File: src/core/flash_host_cfg.svh
/*
  Constants for the flash status-polling host: bus timing, command codes and
  status bit positions. Assumes a byte-wide flash on a 50 MHz host clock.
*/
`ifndef FLASH_HOST_CFG_SVH
`define FLASH_HOST_CFG_SVH

`define FH_CLK_NS 20
`define FH_T_ACC_NS 70
`define FH_T_WP_NS 35
`define FH_T_ACC_CYC ((`FH_T_ACC_NS + `FH_CLK_NS - 1) / `FH_CLK_NS)
`define FH_T_WP_CYC ((`FH_T_WP_NS + `FH_CLK_NS - 1) / `FH_CLK_NS)
`define FH_CNT_W 4
`define FH_SYNC_LAG 2

`define FH_UNLOCK1_ADDR 22'h000AAA
`define FH_UNLOCK2_ADDR 22'h000555
`define FH_UNLOCK1_DATA 8'hAA
`define FH_UNLOCK2_DATA 8'h55
`define FH_PROGRAM_DATA 8'hA0
`define FH_ERASE_SETUP_DATA 8'h80
`define FH_CHIP_ERASE_DATA 8'h10
`define FH_SECTOR_ERASE_DATA 8'h30
`define FH_RESET_DATA 8'hF0
`define FH_PROGRAM_LAST 3'h3
`define FH_ERASE_LAST 3'h5

`define FH_BIT_TOGGLE_ONE 6
`define FH_BIT_TIMEOUT 5
`define FH_BIT_WINDOW 3
`define FH_BIT_TOGGLE_TWO 2
`define FH_TOGGLE_MASK 8'h44

`endif

File: src/core/flash_host_pkg.sv
/*
  Types shared by the flash status-polling host: user operations and the
  one-hot state codes of both state machines. Assumes nothing else.
*/
package flash_host_pkg;

  typedef enum logic [2:0] {
    OP_READ = 3'h0,
    OP_PROGRAM = 3'h1,
    OP_SECTOR_ERASE = 3'h2,
    OP_CHIP_ERASE = 3'h3,
    OP_ADD_SECTOR = 3'h4,
    OP_WAIT = 3'h5,
    OP_RESET = 3'h6
  } op_e;

  typedef enum logic [3:0] {
    C_IDLE = 4'h1,
    C_SETUP = 4'h2,
    C_STROBE = 4'h4,
    C_HOLD = 4'h8
  } cyc_state_e;

  typedef enum logic [12:0] {
    S_IDLE = 13'h0001,
    S_SEQ = 13'h0002,
    S_RD_A = 13'h0004,
    S_RD_B = 13'h0008,
    S_RD_C = 13'h0010,
    S_RD_D = 13'h0020,
    S_PAUSE = 13'h0040,
    S_WIN_PRE = 13'h0080,
    S_ADD_WR = 13'h0100,
    S_WIN_POST = 13'h0200,
    S_OPEN = 13'h0400,
    S_RESET_WR = 13'h0800,
    S_USER_RD = 13'h1000
  } poll_state_e;

endpackage

File: src/core/flash_bus_cycle.sv
/*
  One asynchronous flash bus cycle, read or write, driven from registers.
  Assumes the flash data pins arrive unsynchronised and that start_in is only
  raised while no cycle is in progress.
*/
`timescale 1ns/10ps
`include "flash_host_cfg.svh"

module flash_bus_cycle
  import flash_host_pkg::*;
#(
  parameter int ADDR_W = 22,
  parameter int DATA_W = 8
) (
  input wire logic clk_in,
  input wire logic reset_in,
  input wire logic start_in,
  input wire logic write_in,
  input wire logic [ADDR_W-1:0] addr_in,
  input wire logic [DATA_W-1:0] wdata_in,
  output logic done_out,
  output logic [DATA_W-1:0] rdata_out,
  output logic [ADDR_W-1:0] flash_addr_out,
  output logic [DATA_W-1:0] flash_dq_out,
  output logic flash_dq_oe_out,
  input wire logic [DATA_W-1:0] flash_dq_in,
  output logic flash_we_n_out,
  output logic flash_oe_n_out,
  output logic flash_ce_n_out
);

  localparam logic [`FH_CNT_W-1:0] WP_CYC = `FH_CNT_W'(`FH_T_WP_CYC);
  localparam logic [`FH_CNT_W-1:0] RD_CYC = `FH_CNT_W'(`FH_T_ACC_CYC + `FH_SYNC_LAG);

  if (`FH_T_ACC_CYC + `FH_SYNC_LAG >= (1 << `FH_CNT_W) || `FH_T_WP_CYC >= (1 << `FH_CNT_W)) begin : g_bad_cnt
    $error("Strobe counts do not fit the cycle counter.");
  end

  cyc_state_e state_q;
  logic [`FH_CNT_W-1:0] cnt_q;
  logic write_q;
  logic [DATA_W-1:0] dq_s1_q, dq_s2_q, dq_s3_q;
  logic read_ok;

  // The data lines settle during the strobe; only a stable, agreed value is taken.
  assign read_ok = (cnt_q >= RD_CYC) && (dq_s2_q == dq_s3_q);

  always_ff @(posedge clk_in or posedge reset_in) begin
    if (reset_in) begin
      dq_s1_q <= '0;
      dq_s2_q <= '0;
      dq_s3_q <= '0;
    end else begin
      dq_s1_q <= flash_dq_in;
      dq_s2_q <= dq_s1_q;
      dq_s3_q <= dq_s2_q;
    end
  end

  always_ff @(posedge clk_in or posedge reset_in) begin
    if (reset_in) begin
      state_q <= C_IDLE;
      cnt_q <= '0;
      write_q <= 1'b0;
    end else begin
      unique case (state_q)
        C_IDLE: begin
          cnt_q <= '0;
          if (start_in) begin
            write_q <= write_in;
            state_q <= C_SETUP;
          end
        end
        C_SETUP: begin
          state_q <= C_STROBE;
        end
        C_STROBE: begin
          cnt_q <= cnt_q + 1'b1;
          if (write_q ? (cnt_q + 1'b1 >= WP_CYC) : read_ok) begin
            state_q <= C_HOLD;
          end
        end
        C_HOLD: begin
          state_q <= C_IDLE;
        end
      endcase
    end
  end

  always_ff @(posedge clk_in or posedge reset_in) begin
    if (reset_in) begin
      flash_addr_out <= '0;
      flash_dq_out <= '0;
      flash_dq_oe_out <= 1'b0;
      flash_ce_n_out <= 1'b1;
      flash_we_n_out <= 1'b1;
      flash_oe_n_out <= 1'b1;
      rdata_out <= '0;
      done_out <= 1'b0;
    end else begin
      done_out <= (state_q == C_HOLD);
      if (state_q == C_IDLE && start_in) begin
        flash_addr_out <= addr_in;
        flash_dq_out <= wdata_in;
        flash_dq_oe_out <= write_in;
        flash_ce_n_out <= 1'b0;
      end else if (state_q == C_HOLD) begin
        flash_dq_oe_out <= 1'b0;
        flash_ce_n_out <= 1'b1;
      end
      flash_we_n_out <= !((state_q == C_SETUP && write_q) || (state_q == C_STROBE && write_q && cnt_q + 1'b1 < WP_CYC));
      flash_oe_n_out <= !((state_q == C_SETUP && !write_q) || (state_q == C_STROBE && !write_q && !read_ok));
      if (state_q == C_STROBE && !write_q && read_ok) begin
        rdata_out <= dq_s3_q;
      end
    end
  end

endmodule // flash_bus_cycle

File: src/core/flash_poll_host.sv
/*
  Host controller that issues program and erase sequences to a parallel flash
  and follows them through the status bits with the toggle-bit algorithm.
  Assumes a byte-wide flash whose ready/busy pin is pulled up outside and
  whose data pins are resolved by the surroundings from flash_dq_oe_out.
*/
// Operation
// - After a timeout error the host writes the reset command.
// - Host confirms acceptance, then checks erase_window_bit around added sectors.
// - Status reads must address the busy bank.
// - Host reads status twice and compares toggle bits; equal means done.
// - Toggling with timeout_error_bit set: recheck, still toggling means failure.
// - Resumed polling starts again from a fresh double read.
`timescale 1ns/10ps
`include "flash_host_cfg.svh"

module flash_poll_host
  import flash_host_pkg::*;
#(
  parameter int ADDR_W = 22,
  parameter int DATA_W = 8
) (
  input wire logic clk_in,
  input wire logic reset_in,
  input wire logic cmd_valid_in,
  input wire op_e cmd_op_in,
  input wire logic [ADDR_W-1:0] cmd_addr_in,
  input wire logic [DATA_W-1:0] cmd_data_in,
  input wire logic pause_in,
  output logic cmd_ready_out,
  output logic done_out,
  output logic fail_out,
  output logic late_out,
  output logic window_out,
  output logic [DATA_W-1:0] rdata_out,
  output logic dev_ready_out,
  output logic [ADDR_W-1:0] flash_addr_out,
  output logic [DATA_W-1:0] flash_dq_out,
  output logic flash_dq_oe_out,
  input wire logic [DATA_W-1:0] flash_dq_in,
  output logic flash_we_n_out,
  output logic flash_oe_n_out,
  output logic flash_ce_n_out,
  input wire logic ready_busy_n_in
);

  if (DATA_W != 8 || ADDR_W < 12) begin : g_bad_width
    $error("Status bit positions need a byte-wide bus and at least 12 address bits.");
  end

  poll_state_e state_q, state_d;
  op_e op_q;
  logic [ADDR_W-1:0] addr_q;
  logic [DATA_W-1:0] wdata_q, first_q, bc_rdata;
  logic [2:0] step_q;
  logic accept_q, adding_q, go_q, launched_q, bc_done, take;
  logic rb_s1_q, rb_s2_q, rb_s3_q;
  logic bc_write;
  logic [ADDR_W-1:0] bc_addr;
  logic [DATA_W-1:0] bc_wdata;
  logic toggled;

  function automatic logic [2:0] seq_last(input op_e op);
    if (op == OP_RESET) begin
      return 3'h0;
    end
    return (op == OP_PROGRAM) ? `FH_PROGRAM_LAST : `FH_ERASE_LAST;
  endfunction

  function automatic logic is_bus_state(input poll_state_e s);
    return s inside {S_SEQ, S_RD_A, S_RD_B, S_RD_C, S_RD_D, S_WIN_PRE, S_ADD_WR, S_WIN_POST, S_RESET_WR, S_USER_RD};
  endfunction

  assign take = cmd_valid_in && cmd_ready_out;
  assign toggled = |((first_q ^ bc_rdata) & `FH_TOGGLE_MASK);

  // Address and data of the cycle about to be launched.
  always_comb begin
    bc_write = state_q inside {S_SEQ, S_ADD_WR, S_RESET_WR};
    bc_addr = addr_q;
    bc_wdata = '0;
    if (state_q == S_ADD_WR) begin
      bc_wdata = `FH_SECTOR_ERASE_DATA;
    end else if (state_q == S_RESET_WR || (state_q == S_SEQ && op_q == OP_RESET)) begin
      bc_wdata = `FH_RESET_DATA;
    end else if (state_q == S_SEQ && step_q == seq_last(op_q)) begin
      bc_wdata = (op_q == OP_PROGRAM) ? wdata_q : (op_q == OP_SECTOR_ERASE) ? `FH_SECTOR_ERASE_DATA : `FH_CHIP_ERASE_DATA;
      if (op_q == OP_CHIP_ERASE) begin
        bc_addr = ADDR_W'(`FH_UNLOCK1_ADDR);
      end
    end else if (state_q == S_SEQ) begin
      unique case (step_q)
        3'h0, 3'h3: begin
          bc_addr = ADDR_W'(`FH_UNLOCK1_ADDR);
          bc_wdata = `FH_UNLOCK1_DATA;
        end
        3'h1, 3'h4: begin
          bc_addr = ADDR_W'(`FH_UNLOCK2_ADDR);
          bc_wdata = `FH_UNLOCK2_DATA;
        end
        default: begin
          bc_addr = ADDR_W'(`FH_UNLOCK1_ADDR);
          bc_wdata = (op_q == OP_PROGRAM) ? `FH_PROGRAM_DATA : `FH_ERASE_SETUP_DATA;
        end
      endcase
    end
  end

  always_comb begin
    state_d = state_q;
    unique case (state_q)
      S_IDLE: begin
        if (take) begin
          unique case (cmd_op_in)
            OP_READ: state_d = S_USER_RD;
            OP_WAIT: state_d = S_RD_A;
            OP_ADD_SECTOR: state_d = S_IDLE;
            default: state_d = S_SEQ;
          endcase
        end
      end
      S_OPEN: begin
        if (take) begin
          unique case (cmd_op_in)
            OP_ADD_SECTOR: state_d = S_WIN_PRE;
            OP_WAIT: state_d = S_RD_A;
            OP_RESET: state_d = S_SEQ;
            default: state_d = S_OPEN;
          endcase
        end
      end
      S_SEQ: if (bc_done && step_q == seq_last(op_q)) state_d = (op_q == OP_RESET) ? S_IDLE : S_RD_A;
      S_RD_A: begin
        if (pause_in && !launched_q && !go_q) begin
          state_d = S_PAUSE;
        end else if (bc_done) begin
          state_d = S_RD_B;
        end
      end
      S_RD_B: begin
        if (bc_done) begin
          if (!toggled) begin
            state_d = S_IDLE;
          end else if (accept_q) begin
            state_d = S_WIN_PRE;
          end else if (bc_rdata[`FH_BIT_TIMEOUT]) begin
            state_d = S_RD_C;
          end else begin
            state_d = S_RD_A;
          end
        end
      end
      S_RD_C: if (bc_done) state_d = S_RD_D;
      S_RD_D: if (bc_done) state_d = toggled ? S_RESET_WR : S_IDLE;
      S_PAUSE: if (!pause_in) state_d = S_RD_A;
      S_WIN_PRE: begin
        if (bc_done) begin
          state_d = (adding_q && !bc_rdata[`FH_BIT_WINDOW]) ? S_ADD_WR : S_OPEN;
        end
      end
      S_ADD_WR: if (bc_done) state_d = S_WIN_POST;
      S_WIN_POST: if (bc_done) state_d = S_OPEN;
      S_RESET_WR: if (bc_done) state_d = S_IDLE;
      S_USER_RD: if (bc_done) state_d = S_IDLE;
    endcase
  end

  always_ff @(posedge clk_in or posedge reset_in) begin
    if (reset_in) begin
      state_q <= S_IDLE;
      cmd_ready_out <= 1'b1;
    end else begin
      state_q <= state_d;
      cmd_ready_out <= (state_d == S_IDLE) || (state_d == S_OPEN);
    end
  end

  // Launch one bus cycle per bus state visit, or one per step of a sequence.
  always_ff @(posedge clk_in or posedge reset_in) begin
    if (reset_in) begin
      go_q <= 1'b0;
      launched_q <= 1'b0;
    end else begin
      go_q <= is_bus_state(state_q) && !launched_q && !go_q && !bc_done && !(state_q == S_RD_A && pause_in);
      if (go_q) begin
        launched_q <= 1'b1;
      end else if (bc_done) begin
        launched_q <= 1'b0;
      end
    end
  end

  always_ff @(posedge clk_in or posedge reset_in) begin
    if (reset_in) begin
      op_q <= OP_READ;
      addr_q <= '0;
      wdata_q <= '0;
      step_q <= '0;
      accept_q <= 1'b0;
      adding_q <= 1'b0;
      first_q <= '0;
    end else begin
      if (take) begin
        op_q <= cmd_op_in;
        addr_q <= cmd_addr_in;
        wdata_q <= cmd_data_in;
        step_q <= '0;
        accept_q <= (cmd_op_in == OP_SECTOR_ERASE);
        adding_q <= (cmd_op_in == OP_ADD_SECTOR);
      end else if (state_q == S_SEQ && bc_done) begin
        step_q <= step_q + 1'b1;
      end
      if (bc_done && (state_q == S_RD_A || state_q == S_RD_C)) begin
        first_q <= bc_rdata;
      end
    end
  end

  always_ff @(posedge clk_in or posedge reset_in) begin
    if (reset_in) begin
      done_out <= 1'b0;
      fail_out <= 1'b0;
      late_out <= 1'b0;
      window_out <= 1'b0;
      rdata_out <= '0;
    end else begin
      done_out <= (state_q != S_IDLE && state_d == S_IDLE) || (state_q != S_OPEN && state_d == S_OPEN)
        || (take && state_d == state_q);
      if (take) begin
        fail_out <= 1'b0;
        late_out <= (state_d == state_q); // A command the open window cannot take is dropped.
      end
      if (state_q == S_RD_D && bc_done && toggled) begin
        fail_out <= 1'b1;
      end
      if (bc_done && (state_q == S_WIN_PRE || state_q == S_WIN_POST)) begin
        window_out <= bc_rdata[`FH_BIT_WINDOW];
        late_out <= adding_q && bc_rdata[`FH_BIT_WINDOW];
      end
      if (bc_done && state_q != S_SEQ && state_q != S_ADD_WR && state_q != S_RESET_WR) begin
        rdata_out <= bc_rdata;
      end
    end
  end

  always_ff @(posedge clk_in or posedge reset_in) begin
    if (reset_in) begin
      rb_s1_q <= 1'b1;
      rb_s2_q <= 1'b1;
      rb_s3_q <= 1'b1;
      dev_ready_out <= 1'b1;
    end else begin
      rb_s1_q <= ready_busy_n_in;
      rb_s2_q <= rb_s1_q;
      rb_s3_q <= rb_s2_q;
      if (rb_s2_q == rb_s3_q) begin
        dev_ready_out <= rb_s3_q;
      end
    end
  end

  flash_bus_cycle #(
    .ADDR_W(ADDR_W),
    .DATA_W(DATA_W)
  ) u_cycle (
    .clk_in(clk_in),
    .reset_in(reset_in),
    .start_in(go_q),
    .write_in(bc_write),
    .addr_in(bc_addr),
    .wdata_in(bc_wdata),
    .done_out(bc_done),
    .rdata_out(bc_rdata),
    .flash_addr_out(flash_addr_out),
    .flash_dq_out(flash_dq_out),
    .flash_dq_oe_out(flash_dq_oe_out),
    .flash_dq_in(flash_dq_in),
    .flash_we_n_out(flash_we_n_out),
    .flash_oe_n_out(flash_oe_n_out),
    .flash_ce_n_out(flash_ce_n_out)
  );
endmodule // flash_poll_host

File: config.mk
export PLATFORM = sky130hd
export DESIGN_NAME = flash_poll_host
export DESIGN_NICKNAME = d
export VERILOG_FILES = /design/src/core/flash_host_pkg.sv /design/src/core/flash_bus_cycle.sv /design/src/core/flash_poll_host.sv
export VERILOG_INCLUDE_DIRS = /design/src /design/src/core
export SDC_FILE = /design/constraint.sdc
export NUM_CORES = 1
export LEC_CHECK = 0
export BUFFER_PORTS_ARGS = -buffer_cell sky130_fd_sc_hd__buf_4
export CORE_MARGIN = 2
export CORE_UTILIZATION = 50
export CTS_CLUSTER_SIZE = 14
export DETAILED_ROUTE_END_ITERATION = 12
export GPL_ROUTABILITY_DRIVEN = 0
export PLACE_DENSITY = 0.78
export SLEW_MARGIN = 25
export SYNTH_ARGS = -nofsm -noshare
export SYNTH_HDL_FRONTEND = slang
export SYNTH_SLANG_ARGS = --single-unit
File: constraint.sdc
create_clock -name clk_in -period 4.7 [get_ports clk_in]
set_input_delay 0 -clock clk_in [delete_from_list [all_inputs] [get_ports clk_in]]
set_output_delay 0 -clock clk_in [all_outputs]
set_load 0.02 [all_outputs]
==> results.json, run 1 <==
{
  "outcome": "completed",
  "dp_hpwl_um": 12400,
  "switching_share_pct": 26.5,
  "cts.reportedPaths.clkPinSlew_ns": 0.06,
  "clockBufferDepth": 2,
  "yosys_warns": 0,
  "io_pins": 94,
  "clock_network_power_share_pct": 42.2,
  "synth_largest_area_cell": "sky130_fd_sc_hd__dfrtp_1",
  "area_growth_pct": 25.9,
  "cts_max_level": 4,
  "reg2reg_setup_slack_ns": 1.08,
  "antenna-diode-count": 0,
  "hold_viol": 0,
  "cts_tree": "yes",
  "critical_path_class": "flop to flop",
  "timing.final.max_slew_violations": 0,
  "report.final.setup_viol": 0,
  "ys_dominant_reg_cell": "sky130_fd_sc_hd__dfrtp_1",
  "post_drt_wl_per_cell_um": 17.2,
  "timing.reg2reg.worst_path_depth": 10,
  "grt-ovfl-total": 0,
  "detail-route-antenna-nets": 0,
  "placed_area_um2": 8020,
  "groute.usage.overall_pct": 25.1,
  "postCtsResizedCells": 0,
  "critPathMaxFanout": 12,
  "finalSetupTns_ns": 0,
  "clock_skew_ns": 0.00863,
  "core_area_um2": 14000,
  "route.detailed.vias_per_inst": 5.84,
  "rr_startpoint": "state_q[6]$_DFF_PP0_",
  "critical_path.startpoint_type": "flop",
  "clock.fmax_mhz": 276,
  "reg_to_reg_critical_path_endpoint": "done_out$_DFF_PP0_",
  "ys_top_cells_by_count": "sky130_fd_sc_hd__nand2_1, sky130_fd_sc_hd__dfrtp_1, sky130_fd_sc_hd__o21ai_0",
  "drt-initial-drc-count": 575,
  "peakVddDrop_v": 0.000304,
  "via_count_of_the_first_global_routing_pass": 5930,
  "number_of_synthesized_flops_with_an_enable_pin": 0,
  "drt_wl_total_um": 18600,
  "grt_setup_unrepaired": "no",
  "setup.worst_path.end_class": "flop",
  "floorplan.initialDensity_pct": 51.6,
  "fp.dieW_um": 124,
  "io_buffers": 93,
  "crit_required_ns": 5.06,
  "synth-seq-cells": 148,
  "post-synth-top-count-cell": "sky130_fd_sc_hd__nand2_1",
  "number_of_clock_sinks": 148,
  "detailroute.via_count": 6287,
  "clock_tree.root_cell": "sky130_fd_sc_hd__clkbuf_16",
  "netlist_top_cells_area": "sky130_fd_sc_hd__dfrtp_1, sky130_fd_sc_hd__nand2_1, sky130_fd_sc_hd__dfstp_2, sky130_fd_sc_hd__o21ai_0, sky130_fd_sc_hd__mux2_2",
  "cap_viol_max_count": 0,
  "die_y_um": 124,
  "post_synth.cell_area_avg_um2": 9.49,
  "power_switching_uw": 868,
  "layout.nets": 937,
  "seq_power_share_pct": 44.8,
  "netlist_area_um2": 7210,
  "whs_path_depth": 4,
  "grt_start_max_net_pins": 103,
  "dieArea_um2": 15400,
  "yosysUniqueCellTypes": 76,
  "worst_slew_pin_slew_ns": 0.885,
  "min_delay_worst_endpoint": "state_q[4]$_DFF_PP0_",
  "mappedNetlistNets": 813,
  "grt_antenna_before_repair": 0,
  "fin_crit_ns": 3.62,
  "design_area_um2": 9080,
  "postSynth.asyncResetShare_pct": 100,
  "combPwrFrac_pct": 13.1,
  "cp_data_arrival_time_ns": 3.98,
  "grt_first_pass_wirelength_um": 29800,
  "layout_worst_path_cycle_share_pct": 77.0,
  "syn_inst": 760,
  "worstHoldStart": "cmd_valid_in",
  "fill_cells": 1089,
  "internal_power_consumption_uw": 2410,
  "cts_inserted_buffers": 17,
  "power_leakage_uw": 0.00435,
  "worst_slew_margin_rel_pct": 41.0,
  "ys_seq_area_share_pct": 51.5,
  "clk_latency_ns": 0.42,
  "synth_top_area_share_pct": 47.9,
  "drt_pre_antenna_iters": 5,
  "remaining_drc_errors": 0,
  "powerDensity_nw_per_um2": 361,
  "placement_row_count": 43,
  "min_path_type": "input pin to flop",
  "layout-drive-gt1-share_pct": 21.2
}
[per-layer routing]
layer	track usage [%]	vias up	share of wire (%)
li1	-	2919	-
met1	33.6	3006	41
met2	39.9	296	48
met3	5.82	66	7.1
met4	9.76	0	3.1
met5	0	-	0
[power groups by stage]
| stage | clock network [uW] | logic (uW) | registers, uW |
|---|---|---|---|
| CTS | 1400 | 429 | 1470 |
| detailed placement | 0 | 396 | 1490 |
| global placement | 0 | 389 | 1480 |
| floorplan | 0 | 298 | 1450 |
| global route | 1450 | 475 | 1480 |
| finish | 1380 | 428 | 1470 |
[area by class of cell]
| cell class | count | area (um^2) | area share, % |
|---|---|---|---|
| clock inverters | 14 | 178 | 1.96 |
| repair buffers | 147 | 1220 | 13.4 |
| multi-input cells | 552 | 3240 | 35.7 |
| well taps | 180 | 225 | 2.48 |
| clock buffers | 18 | 429 | 4.73 |
| inverters | 18 | 72.6 | 0.799 |
| flip-flops and latches | 148 | 3720 | 40.9 |
[what timing repair did]
action	in CTS	in global routing
endpoints found under the setup margin	0	0
hold buffers	45	0
buffers inserted	0	0
hold endpoints to repair	138	0
[worst max-delay path, cell delays in order, from the launching register on]
cell	delay [ns]
sky130_fd_sc_hd__dfrtp_1	0.61
sky130_fd_sc_hd__nor4_1	0.14
sky130_fd_sc_hd__buf_4	0.20
sky130_fd_sc_hd__and4b_1	0.23
sky130_fd_sc_hd__a22oi_1	0.40
sky130_fd_sc_hd__a31oi_1	0.26
sky130_fd_sc_hd__or3_4	0.43
sky130_fd_sc_hd__a2111oi_2	0.29
sky130_fd_sc_hd__or4b_1	0.48
sky130_fd_sc_hd__nor4_2	0.33
sky130_fd_sc_hd__a211o_1	0.17
[flip-flops by register name, indices dropped and copies added (netlist names), 2 cells and up]
| signal | flops |
|---|---|
| u_cycle.cnt_q | 4 |
| first_q | 2 |
| u_cycle.dq_s1_q | 8 |
| addr_q | 22 |
| rdata_out | 8 |
| u_cycle.state_q | 4 |
| wdata_q | 8 |
| op_q | 3 |
| u_cycle.flash_dq_out | 8 |
| u_cycle.dq_s3_q | 8 |
| u_cycle.dq_s2_q | 8 |
| u_cycle.rdata_out | 8 |
| state_q | 13 |
| step_q | 3 |
| u_cycle.flash_addr_out | 22 |
[logic make-up after synthesis]
group	Yosys count	synth area share, %
buffers and inverters	60	3.52
adders and majority gates	8	1.35
xor gates and xnor gates	18	2.19
muxes	23	3.52
AOI/OAI and AO/OA	149	13.2
and+or+nand+nor	354	24.7
DFF	148	51.5
[per-stage QoR]
stage | setup slack, ns | power [uW] | cells | hold slack (ns) | utilization (%)
global route | 0.902 | 3410 | 1077 | 0.135 | 64.9
CTS | 1.21 | 3300 | 1077 | 0.0870 | 64.9
finish | 1.08 | 3280 | 1077 | 0.117 | 64.9
detailed placement | 1.25 | 1880 | 1000 | 0.109 | 57.3
floorplan | 0.737 | 1750 | 760 | 0.00448 | -
global placement | 1.35 | 1870 | 1000 | 0.109 | 57.3
[cell usage in the layout, fill, tap and decap left out, types with 19 or more instances in the layout]
| cell type | instances |
|---|---|
| sky130_fd_sc_hd__buf_4 | 102 |
| sky130_fd_sc_hd__nor3_1 | 21 |
| sky130_fd_sc_hd__nor2_1 | 39 |
| sky130_fd_sc_hd__nand2_1 | 172 |
| sky130_fd_sc_hd__dfrtp_1 | 138 |
| sky130_fd_sc_hd__a21oi_1 | 36 |
| sky130_fd_sc_hd__nand3_1 | 25 |
| sky130_fd_sc_hd__o21ai_0 | 45 |
| sky130_fd_sc_hd__dlygate4sd3_1 | 45 |
| sky130_fd_sc_hd__mux2_2 | 19 |
[how the worst max path moves through the flow]
| stage | start | cells after the start | slack [ns] | endpoint |
|---|---|---|---|---|
| 2_1_floorplan | reset_in | 1 | 0.74 | accept_q$_DFFE_PP0P_ |
| 3_3_place_gp | state_q[6]$_DFF_PP0_ | 10 | 1.35 | done_out$_DFF_PP0_ |
| 3_5_place_dp | state_q[2]$_DFF_PP0_ | 9 | 1.25 | done_out$_DFF_PP0_ |
| 4_1_cts | state_q[6]$_DFF_PP0_ | 10 | 1.21 | done_out$_DFF_PP0_ |
| 5_1_grt | state_q[2]$_DFF_PP0_ | 9 | 0.90 | done_out$_DFF_PP0_ |
| 6_report | state_q[6]$_DFF_PP0_ | 10 | 1.08 | done_out$_DFF_PP0_ |
No activity file was read; power rests on OpenSTA's default activity.
==> run 2, diff against run 1 <==
PLACE_DENSITY = 0.8   (was 0.78)
clock period = 3.2 ns   (was 4.7 ns; I/O delays follow)
==> results.json, run 2 (synthesized netlist as in run 1, its figures left out) <==
{
  "outcome": "completed",
  "dieArea_um2": 15400,
  "fill_cells": 1044,
  "critical_path_class": "flop to flop",
  "most_common_library_cell_in_the_layout_ignoring_fill_and_taps": "sky130_fd_sc_hd__nand2_1",
  "final_cells": 1138,
  "fin_crit_ns": 3.16,
  "cts_inserted_buffers": 17,
  "cts_tree": "yes",
  "placement_row_count": 43,
  "powerDensity_nw_per_um2": 497,
  "layout-drive-gt1-share_pct": 27.6,
  "route.detailed.vias_per_inst": 5.86,
  "reg2reg_setup_slack_ns": 0.04,
  "critPathMaxFanout": 6,
  "die_y_um": 124,
  "area_growth_pct": 33.5,
  "worst_setup_path_startpoint": "state_q[8]$_DFF_PP0_",
  "top_regs": "addr_q x22, u_cycle.flash_addr_out x22, state_q x13",
  "via_count_of_the_first_global_routing_pass": 6417,
  "post_drt_wl_per_cell_um": 18.1,
  "crit_required_ns": 3.55,
  "min_delay_worst_endpoint": "state_q[4]$_DFF_PP0_",
  "clock_tree.root_cell": "sky130_fd_sc_hd__clkbuf_16",
  "multi_input_comb_area_um2": 3340,
  "grt_start_max_net_pins": 80,
  "dp.cells": 1055,
  "grt_first_pass_wirelength_um": 32300,
  "timing.reg2reg.worst_path_depth": 11,
  "path_buf_inv": 2,
  "power_leakage_uw": 0.00467,
  "grt_antenna_before_repair": 0,
  "peakVddDrop_v": 0.000476,
  "fp.dieW_um": 124,
  "cap_viol_max_count": 0,
  "grt_setup_unrepaired": "yes",
  "io_pins": 94,
  "critical_path.startpoint_type": "flop",
  "timing.final.max_slew_violations": 0,
  "setup.worst_path.end_class": "flop",
  "reg_to_reg_critical_path_endpoint": "cmd_ready_out$_DFF_PP1_",
  "drt-initial-drc-count": 746,
  "layout_worst_path_cycle_share_pct": 98.8,
  "min_path_type": "input pin to flop",
  "clk_latency_ns": 0.43,
  "remaining_drc_errors": 0,
  "clockBufferDepth": 2,
  "floorplan.initialDensity_pct": 51.6,
  "antenna-diode-count": 0,
  "critPathTopFamily": "simple AND/OR/NAND/NOR gates",
  "groute.usage.overall_pct": 27.5,
  "report.final.setup_viol": 0,
  "holdWs_ns": 0.135,
  "mostFrequentLayoutCells": "sky130_fd_sc_hd__nand2_1, sky130_fd_sc_hd__buf_4, sky130_fd_sc_hd__dfrtp_1, sky130_fd_sc_hd__dlygate4sd3_1, sky130_fd_sc_hd__o21ai_0",
  "worst_path_max_delay_cell": "sky130_fd_sc_hd__or4_1",
  "detail-route-antenna-nets": 0,
  "cts.reportedPaths.clkPinSlew_ns": 0.07,
  "drt_wl_total_um": 20600,
  "clock.fmax_mhz": 316,
  "worst_slew_margin_rel_pct": 44.4,
  "worst_slew_pin_slew_ns": 0.832,
  "finalSetupTns_ns": 0,
  "post-route-util_pct": 68.8,
  "hold_viol": 0,
  "cp_data_arrival_time_ns": 3.51,
  "detailroute.via_count": 6666,
  "grt-ovfl-total": 0,
  "dp_hpwl_um": 13900,
  "layout.nets": 998,
  "number_of_clock_sinks": 148,
  "io_buffers": 93,
  "whs_path_depth": 4,
  "slowest_delay_ns": 0.61,
  "final-seq-area_um2": 3720,
  "cts_max_level": 4,
  "drt_pre_antenna_iters": 5,
  "worstPathCellList": "buf_4 > or3_1 > or4_1 > a211oi_2 > buf_4 > or4_1 > nor3_1 > o31ai_2 > or4b_4 > nor4_4 > or3_1",
  "core_area_um2": 14000,
  "rr_startpoint": "state_q[8]$_DFF_PP0_",
  "worstHoldStart": "cmd_valid_in",
  "clock_skew_ns": 0.0102
}
==> run 2: cell count changes in the layout (fill, tap and decap cells not counted), sizes merged <==
cell,delta
buf,+61
clkbuf,+2
clkinvlp,+1
clkinv,-1
bufinv,-2
==> run 2: final cells by class <==
class / instances / area share [%]
inverter: 18 / 0.741
clock buffer: 20 / 4.64
clock inverter: 12 / 1.47
sequential: 148 / 38.6
multi-input combinational: 552 / 34.7
timing repair buffer: 208 / 17.5
tap: 180 / 2.34
==> run 2: tightest hold or removal path, delay by kind of cell <==
| family | cells | cell delay, ns |
|---|---|---|
| and+or+nand+nor | 2 | 0.32 |
| buffers and inverters | 1 | 0.08 |
| AOI/OAI and AO/OA | 1 | 0.11 |
==> run 2: worst max path at each step <==
stage,to,cells past startpoint
2_1_floorplan,done_out$_DFF_PP0_,10
4_1_cts,cmd_ready_out$_DFF_PP1_,10
5_1_grt,done_out$_DFF_PP0_,9
6_report,cmd_ready_out$_DFF_PP1_,11
3_3_place_gp,done_out$_DFF_PP0_,10
3_5_place_dp,done_out$_DFF_PP0_,9
==> run 2: routing by layer <==
metal  share of wire (%)  vias up  GRT usage [%]
met4                 4.9        0           13.5
met5                   0        -              0
li1                    -     3042              -
met3                 7.9       98           5.95
met1                  40     3152           36.5
met2                  47      374           43.0
==> run 2: metrics by stage <==
stage | setup slack, ns | cell area [um^2] | total power, uW
floorplan | 0.0895 | 7220 | 2560
global placement | 0.0244 | 8450 | 2770
detailed placement | -0.117 | 8450 | 2790
CTS | 0.0122 | 9530 | 4800
global route | -0.0866 | 9630 | 4970
finish | 0.0392 | 9630 | 4790
==> run 2: what timing repair did <==
action | 4_1_cts | 5_1_grt
setup endpoints to repair | 3 | 3
setup buffers | 3 | 3
hold buffers | 45 | 0
endpoints found under the hold margin | 73 | 0
pin swaps | 3 | 2
resized for setup | 4 | 16
==> run 2: power by group <==
part | total (uW) | internal [uW] | switching [uW]
Sequential | 2140 | 2000 | 141
Combinational | 676 | 322 | 354
Clock | 1970 | 1120 | 851
